[src/tscs_pkg.sv]
// constants of the touch scan control and status block
package tscs_pkg;

	// -----------------------------------------------------------
	// register indices, byte address is four times the index
	// -----------------------------------------------------------
	localparam logic [7:0] IDX_CS0 = 8'h08;
	localparam logic [7:0] IDX_CS1 = 8'h09;
	localparam logic [7:0] IDX_CS3 = 8'h0B;
	localparam logic [7:0] IDX_CNT_HI = 8'h0C;
	localparam logic [7:0] IDX_CNT_LO = 8'h0D;
	localparam logic [7:0] IDX_EVT_STAT = 8'h10;
	localparam logic [7:0] IDX_EVT_MASK = 8'h11;

	// -----------------------------------------------------------
	// control/status 0 bit positions
	// -----------------------------------------------------------
	localparam int B_ENABLE = 7;
	localparam int B_IRQ_EN = 6;
	localparam int B_STOP_EN = 5;
	localparam int B_TRIG_MODE = 4;
	localparam int B_IN_PROG = 3;
	localparam int B_EOS = 2;
	localparam int B_SWAP = 1;
	localparam int B_SW_START = 0;

	// -----------------------------------------------------------
	// field widths and reset values
	// -----------------------------------------------------------
	localparam int CH_W = 4;
	localparam int EVT_W = 2;
	localparam int EV_DONE = 0;
	localparam int EV_DROP = 1;
	localparam logic [7:0] RST_BYTE = 8'h00;
	localparam logic [15:0] RST_COUNT = 16'h0000;
	localparam logic [CH_W-1:0] RST_CH = 4'h0;
	localparam logic [EVT_W-1:0] RST_EVT = 2'h0;

	// -----------------------------------------------------------
	// trigger mode encoding
	// -----------------------------------------------------------
	localparam logic MODE_SW = 1'b0;
	localparam logic MODE_HW = 1'b1;

	typedef enum logic [1:0] {
		TSCS_IDLE = 2'b01,
		TSCS_SCAN = 2'b10
	} tscs_state_t;

endpackage

[src/tscs_top.sv]
// control, completion status and interrupt logic of the touch scan unit
`timescale 1ns/1ps
`default_nettype none
module tscs_top (
	input wire logic clk,
	input wire logic rst_n,
	input wire logic wb_cyc_i,
	input wire logic wb_stb_i,
	input wire logic wb_we_i,
	input wire logic [7:0] wb_adr_i,
	input wire logic [3:0] wb_sel_i,
	input wire logic [31:0] wb_dat_i,
	output logic [31:0] wb_dat_o,
	output logic wb_ack_o,
	input wire logic hw_trigger,
	input wire logic scan_done,
	input wire logic [15:0] scan_count,
	output logic scan_start,
	output logic [3:0] electrode_channel_select,
	output logic current_source_swap,
	output logic touch_sense_enable,
	output logic prescale_ctrl,
	output logic irq
);

	// -----------------------------------------------------------
	// bus decode
	// -----------------------------------------------------------
	logic ack_q;
	logic [31:0] rdat_q;
	logic [31:0] rdat_d;
	logic acc;
	logic wr_fire;
	logic rd_fire;
	logic lane0;
	logic [7:0] wbyte;

	assign acc = wb_cyc_i & wb_stb_i;
	assign wr_fire = acc & wb_we_i & ack_q;
	assign rd_fire = acc & ~wb_we_i & ack_q;
	assign lane0 = wb_sel_i[0];
	assign wbyte = wb_dat_i[7:0];

	// -----------------------------------------------------------
	// register state
	// -----------------------------------------------------------
	logic enable_q;
	logic irq_en_q;
	logic stop_en_q;
	logic mode_q;
	logic eos_q;
	logic swap_q;
	logic [7:0] cs1_q;
	logic [3:0] chan_q;
	logic [15:0] count_q;
	logic cnt_hi_seen_q;
	logic cnt_lo_seen_q;
	logic [1:0] evt_stat_q;
	logic [1:0] evt_mask_q;
	logic start_q;
	tscs_pkg::tscs_state_t state_q;

	logic wr_cs0;
	logic wr_cs1;
	logic wr_cs3;
	logic wr_stat;
	logic wr_mask;
	logic rd_hi;
	logic rd_lo;

	assign wr_cs0 = wr_fire & lane0 & (wb_adr_i == tscs_pkg::IDX_CS0);
	assign wr_cs1 = wr_fire & lane0 & (wb_adr_i == tscs_pkg::IDX_CS1);
	assign wr_cs3 = wr_fire & lane0 & (wb_adr_i == tscs_pkg::IDX_CS3);
	assign wr_stat = wr_fire & lane0 & (wb_adr_i == tscs_pkg::IDX_EVT_STAT);
	assign wr_mask = wr_fire & lane0 & (wb_adr_i == tscs_pkg::IDX_EVT_MASK);
	assign rd_hi = rd_fire & (wb_adr_i == tscs_pkg::IDX_CNT_HI);
	assign rd_lo = rd_fire & (wb_adr_i == tscs_pkg::IDX_CNT_LO);

	// -----------------------------------------------------------
	// trigger qualification
	// -----------------------------------------------------------
	logic busy;
	logic sw_trig;
	logic hw_trig;
	logic any_trig;
	logic start_ok;
	logic done_evt;

	assign busy = (state_q == tscs_pkg::TSCS_SCAN);
	assign done_evt = busy & scan_done;
	// software start only counts in software mode
	assign sw_trig = wr_cs0 & wbyte[tscs_pkg::B_SW_START]
		& (mode_q == tscs_pkg::MODE_SW);
	assign hw_trig = hw_trigger & (mode_q == tscs_pkg::MODE_HW);
	assign any_trig = sw_trig | hw_trig;
	assign start_ok = any_trig & enable_q & ~eos_q & ~busy;

	// -----------------------------------------------------------
	// bus handshake and read data
	// -----------------------------------------------------------
	// ack one cycle after the request, for one cycle
	always_ff @(posedge clk) begin
		if (!rst_n) begin
			ack_q <= 1'b0;
		end else begin
			ack_q <= acc & ~ack_q;
		end
	end

	always_comb begin
		rdat_d = 32'h00000000;
		unique case (wb_adr_i)
			tscs_pkg::IDX_CS0: begin
				rdat_d[tscs_pkg::B_ENABLE] = enable_q;
				rdat_d[tscs_pkg::B_IRQ_EN] = irq_en_q;
				rdat_d[tscs_pkg::B_STOP_EN] = stop_en_q;
				rdat_d[tscs_pkg::B_TRIG_MODE] = mode_q;
				rdat_d[tscs_pkg::B_IN_PROG] = busy;
				rdat_d[tscs_pkg::B_EOS] = eos_q;
				rdat_d[tscs_pkg::B_SWAP] = swap_q;
				rdat_d[tscs_pkg::B_SW_START] = 1'b0;
			end
			tscs_pkg::IDX_CS1: begin
				rdat_d[7:0] = cs1_q;
			end
			tscs_pkg::IDX_CS3: begin
				rdat_d[3:0] = chan_q;
			end
			tscs_pkg::IDX_CNT_HI: begin
				rdat_d[7:0] = count_q[15:8];
			end
			tscs_pkg::IDX_CNT_LO: begin
				rdat_d[7:0] = count_q[7:0];
			end
			tscs_pkg::IDX_EVT_STAT: begin
				rdat_d[1:0] = evt_stat_q;
			end
			tscs_pkg::IDX_EVT_MASK: begin
				rdat_d[1:0] = evt_mask_q;
			end
			default: begin
				rdat_d = 32'h00000000;
			end
		endcase
	end

	// read data taken with the request, held until the next
	always_ff @(posedge clk) begin
		if (!rst_n) begin
			rdat_q <= 32'h00000000;
		end else if (acc & ~ack_q) begin
			rdat_q <= rdat_d;
		end
	end

	assign wb_ack_o = ack_q;
	assign wb_dat_o = rdat_q;

	// -----------------------------------------------------------
	// control fields
	// -----------------------------------------------------------
	always_ff @(posedge clk) begin
		if (!rst_n) begin
			enable_q <= 1'b0;
			irq_en_q <= 1'b0;
			stop_en_q <= 1'b0;
			mode_q <= tscs_pkg::MODE_SW;
			swap_q <= 1'b0;
		end else if (wr_cs0) begin
			enable_q <= wbyte[tscs_pkg::B_ENABLE];
			irq_en_q <= wbyte[tscs_pkg::B_IRQ_EN];
			stop_en_q <= wbyte[tscs_pkg::B_STOP_EN];
			mode_q <= wbyte[tscs_pkg::B_TRIG_MODE];
			swap_q <= wbyte[tscs_pkg::B_SWAP];
		end
	end

	always_ff @(posedge clk) begin
		if (!rst_n) begin
			cs1_q <= tscs_pkg::RST_BYTE;
		end else if (wr_cs1) begin
			cs1_q <= wbyte;
		end
	end

	// channel is held steady while a scan runs
	always_ff @(posedge clk) begin
		if (!rst_n) begin
			chan_q <= tscs_pkg::RST_CH;
		end else if (wr_cs3 & ~busy) begin
			chan_q <= wbyte[3:0];
		end
	end

	// -----------------------------------------------------------
	// scan sequencing
	// -----------------------------------------------------------
	// busy from accept until the engine reports done
	always_ff @(posedge clk) begin
		if (!rst_n) begin
			state_q <= tscs_pkg::TSCS_IDLE;
		end else begin
			unique case (state_q)
				tscs_pkg::TSCS_IDLE: begin
					if (start_ok) begin
						state_q <= tscs_pkg::TSCS_SCAN;
					end
				end
				tscs_pkg::TSCS_SCAN: begin
					if (scan_done) begin
						state_q <= tscs_pkg::TSCS_IDLE;
					end
				end
				default: begin
					state_q <= tscs_pkg::TSCS_IDLE;
				end
			endcase
		end
	end

	always_ff @(posedge clk) begin
		if (!rst_n) begin
			start_q <= 1'b0;
		end else begin
			start_q <= start_ok;
		end
	end

	// result kept until the next scan ends
	always_ff @(posedge clk) begin
		if (!rst_n) begin
			count_q <= tscs_pkg::RST_COUNT;
		end else if (done_evt) begin
			count_q <= scan_count;
		end
	end

	// -----------------------------------------------------------
	// end-of-scan flag and count read tracking
	// -----------------------------------------------------------
	logic eos_clear;

	// clear ignored unless both count bytes were read
	assign eos_clear = wr_cs0 & wbyte[tscs_pkg::B_EOS] & eos_q
		& cnt_hi_seen_q & cnt_lo_seen_q;

	// a finishing scan wins over a clear in the same cycle
	always_ff @(posedge clk) begin
		if (!rst_n) begin
			eos_q <= 1'b0;
		end else if (done_evt) begin
			eos_q <= 1'b1;
		end else if (eos_clear) begin
			eos_q <= 1'b0;
		end
	end

	// count reads only tracked while the flag is set
	always_ff @(posedge clk) begin
		if (!rst_n) begin
			cnt_hi_seen_q <= 1'b0;
			cnt_lo_seen_q <= 1'b0;
		end else if (~eos_q | eos_clear) begin
			cnt_hi_seen_q <= 1'b0;
			cnt_lo_seen_q <= 1'b0;
		end else begin
			if (rd_hi) begin
				cnt_hi_seen_q <= 1'b1;
			end
			if (rd_lo) begin
				cnt_lo_seen_q <= 1'b1;
			end
		end
	end

	// -----------------------------------------------------------
	// interrupt events
	// -----------------------------------------------------------
	logic [1:0] evt_set;

	assign evt_set[tscs_pkg::EV_DONE] = done_evt;
	assign evt_set[tscs_pkg::EV_DROP] = any_trig & ~start_ok;

	// sticky events, a new event wins over a clear
	generate
		for (genvar i = 0; i < tscs_pkg::EVT_W; i++) begin : g_evt
			always_ff @(posedge clk) begin
				if (!rst_n) begin
					evt_stat_q[i] <= 1'b0;
				end else if (evt_set[i]) begin
					evt_stat_q[i] <= 1'b1;
				end else if (wr_stat & wbyte[i]) begin
					evt_stat_q[i] <= 1'b0;
				end
			end
		end
	endgenerate

	always_ff @(posedge clk) begin
		if (!rst_n) begin
			evt_mask_q <= tscs_pkg::RST_EVT;
		end else if (wr_mask) begin
			evt_mask_q <= wbyte[1:0];
		end
	end

	// -----------------------------------------------------------
	// registered data outputs
	// -----------------------------------------------------------
	logic prescale_q;

	always_ff @(posedge clk) begin
		if (!rst_n) begin
			prescale_q <= 1'b0;
		end else if (wr_cs1) begin
			prescale_q <= |wbyte;
		end
	end

	// -----------------------------------------------------------
	// outputs
	// -----------------------------------------------------------
	assign irq = (eos_q & irq_en_q) | (|(evt_stat_q & evt_mask_q));
	assign scan_start = start_q;
	assign electrode_channel_select = chan_q;
	assign current_source_swap = swap_q;
	assign touch_sense_enable = enable_q;
	assign prescale_ctrl = prescale_q;

endmodule // tscs_top
`default_nettype wire

[config.mk]
export PLATFORM = sky130hd
export DESIGN_NAME = tscs_top
export DESIGN_NICKNAME = d
export VERILOG_FILES = /design/src/tscs_pkg.sv /design/src/tscs_top.sv
export SDC_FILE = /design/constraint.sdc
export NUM_CORES = 1
export LEC_CHECK = 0
export BUFFER_PORTS_ARGS = -buffer_cell sky130_fd_sc_hd__buf_2
export CORE_ASPECT_RATIO = 1.4
export CORE_MARGIN = 4
export CORE_UTILIZATION = 50
export CTS_BUF_LIST = sky130_fd_sc_hd__clkbuf_8
export CTS_CLUSTER_SIZE = 40
export DETAILED_ROUTE_END_ITERATION = 6
export PLACE_DENSITY = 0.86
export REMOVE_ABC_BUFFERS = 1
export SETUP_SLACK_MARGIN = 0.5
export SYNTH_ARGS = -nofsm -noshare
export SYNTH_HDL_FRONTEND = slang
export SYNTH_SLANG_ARGS = --single-unit
[constraint.sdc]
create_clock -name clk -period 2 [get_ports clk]
set_clock_uncertainty 0.2 [all_clocks]
set_input_delay 0.2 -clock clk [delete_from_list [all_inputs] [get_ports clk]]
set_output_delay 0.2 -clock clk [all_outputs]
set_load 0.01 [all_outputs]
==> out/results.tsv <==
stage	metric	value	unit
drt	vias	2616	
timing	rsz0062_at_grt	yes	
power	leakagePower	1.50	nW
setup_path	start_kind	flop	
placement	io_buffer_count	57	
floorplan	die_y	94.9	um
logic_synthesis	ys_types	54	
timing	timing.fmax	0.615	GHz
status	outcome	finished clean	
logic_synthesis	synth_area	0.00270	mm2
clock_network	clkLatencyLatePin	0.31	ns
logic_synthesis	synth_top_area_share	0.394	
floorplan	die_w	70.1	um
timing	hold_violations	0	
clock_network	cts_root_buf	clkbuf_8	
setup_path	required	1.60	ns
setup_path	path_class	flop to output port	
logic_synthesis	syn_inst	303	
layout	drive_gt1_frac	0.282	
power	ir_drop	0.000460	V
global_route	grt_pass1_vias	2530	
clock_network	cts_sinks	53	
job	drv_cap	0	
drt	first_pass_iters	5	
timing	setup_viol	0	
floorplan	rows	31	
clock_network	cts_max_path_buffers	2	
logic_synthesis	yosysTopAreaCell	dfxtp_1	
hold_path	hold_path.class	input port to flop	
logic_synthesis	synth.most_common_cell	nand2_1	
drt	via_per_inst	5.65	
floorplan	dieArea	0.00665	mm2
global_route	grt_max_degree	29	
global_route	grt_overflow	0	
layout	diodes	0	
layout	areaGrowthSynthToFinish	31.0	%
timing	fin_setup_tns	0	ns
setup_path	critPathMaxFanout	2	
clock_network	cts_tree	built	
global_route	grt_use_met1	0.233	
floorplan	initial_core_util	0.519	
setup_path	startpoint	evt_mask_q[1]	
timing	finalCritPeriodShare	0.812	
clock_network	htreeDepth	2	
timing	fin_crit	1.62	ns
placement	hpwl	4.73	mm
hold_path	min_from	wb_dat_i[0]	
drt	ant_nets	0	
setup_path	end_kind	output port	
logic_synthesis	seq_area_frac_synth	0.394	
global_route	grt.busiest_layer	met2	
logic_synthesis	yosys_warnings	0	
global_route	met2_usage	0.412	
logic_synthesis	ys_ff_latch	53	
logic_synthesis	synthFlopType	dfxtp_1	
logic_synthesis	async_reset_ff_frac	0	
setup_path	crit_chain	a222oi_1, inv_1, buf_2	
power	power.density	572	mW/mm2
logic_synthesis	synth_edf_count	0	
drt	drt_iter0_drc	248	
logic_synthesis	synthTopCellsByArea	dfxtp_1 39%, nand2_1 9.3%, mux2i_1 9.3%	
logic_synthesis	synth_area_per_cell	8.89	um2
timing	holdWs	0.0336	ns
setup_path	worstReg2RegStart	wb_ack_o	
clock_network	path_clk_slew	0.09	ns
floorplan	core-area	0.00520	mm2
global_route	grtUsageMet3	0.0501	
logic_synthesis	synth_common_cells	67 x nand2_1, 53 x dfxtp_1, 25 x mux2i_1	
global_route	grt_use_total	0.224	
clock_network	numCtsBuffers	5	
floorplan	num_io_pins	109	
placement	place_congestion	0.891	
setup_path	arrival	1.22	ns
drt	detail_route.wl_per_cell	17.3	um
timing	final-max-slew-violation-count	0	
layout	fin_nets	463	
setup_path	cp_slowest_cell	a222oi_1	
drt	drc_errors	0	
drt	routed_wl	7.99	mm
setup_path	cp_slowest_stage_delay	0.37	ns
global_route	antenna_found_initial	0	
global_route	grt_pass1_wl	11.8	mm
-- final timing paths --
| kind | endpoint | slack, ns | cells after the start |
|---|---|---|---|
| worst max-delay path | irq | 0.38 | 3 |
| worst max register to register | irq_en_q | 0.40 | 5 |
| worst min-delay path | evt_mask_q[0] | 0.03 | 3 |
| worst min register to register | wb_dat_o[6] | 0.24 | 2 |
-- critical path: cells and delay by family, from the launching register on --
kind / cells / cell delay [ns]
AOI/OAI and AO/OA: 1 / 0.37
buffers and inverters: 2 / 0.20
DFF: 1 / 0.34
-- state kept, by name (all words and copies together), names as in the netlist, 2 cells and up --
| signal | flops |
|---|---|
| electrode_channel_select | 4 |
| evt_mask_q | 2 |
| state_q | 2 |
| evt_stat_q | 2 |
| cs1_q | 8 |
| count_q | 16 |
| wb_dat_o | 8 |
-- layout by cell type, fill, tap and decap left out, drive strengths merged, types with 2 or more instances in the layout --
cell and n:
nor4 3, nand2 68, nand3b 2, a22oi 2, dfxtp 53, mux4 4, a21oi 24, mux2i 25
buf 76, nand3 6, and4b 2, or4 2, inv 8, and4 3, or2b 2, dlygate4sd3 24
clkbuf 5, nor3 5, o211ai 2, conb 24, nor2 9, o2bb2ai 2, nand2b 4, nand4 2
nor2b 5, o21ai 15
-- power breakdown --
part | total, mW | switching, mW | internal [mW]
clock | 0.743 | 0.368 | 0.376
sequential | 1.05 | 0.00159 | 1.05
combinational | 0.220 | 0.127 | 0.0938
-- cells by family (layout without fill, tap and decap cells) --
group	after synthesis	count (layout)	share of synthesized area
simple gates	120	120	0.236
compound gates	54	54	0.126
flops	53	53	0.394
buf+inv	45	116	0.106
mux	30	30	0.136
other cells	1	24	0.00139
-- through the flow --
stage	setup slack [ns]	cells	instance area (um2)	utilization	power, mW
3_5_place_dp	0.220	417	2930	0.565	1.24
6_report	0.375	463	3530	0.679	2.02
4_1_cts	0.385	458	3410	0.657	2.00
2_1_floorplan	0.0217	288	2520	-	1.15
5_1_grt	0.244	463	3530	0.679	2.08
3_3_place_gp	0.270	417	2930	0.565	1.24
-- layer usage --
| metal | share of wire | wire length (um) |
|---|---|---|
| met5 | 0 | 0 |
| met2 | 0.51 | 4060 |
| met1 | 0.35 | 2830 |
| met4 | 0.055 | 438 |
| met3 | 0.084 | 668 |
-- cell type report --
type / count / area, um2
tap: 66 / 82.6
inverter: 7 / 26.3
clock inverter: 3 / 43.8
clock buffer: 5 / 68.8
timing repair buffer: 101 / 719
fill: 387 / 1670
sequential: 53 / 1080
multi-input combinational: 228 / 1510
-- repair_timing --
item | in CTS | in global routing
pin swaps | 5 | 14
setup buffers | 8 | 4
resized for setup | 15 | 23
hold buffers | 25 | 0
cloned | 0 | 1
endpoints found under the setup margin | 42 | 46
endpoints found under the hold margin | 30 | 0
Note: power is estimated with default switching activity, not from simulation.
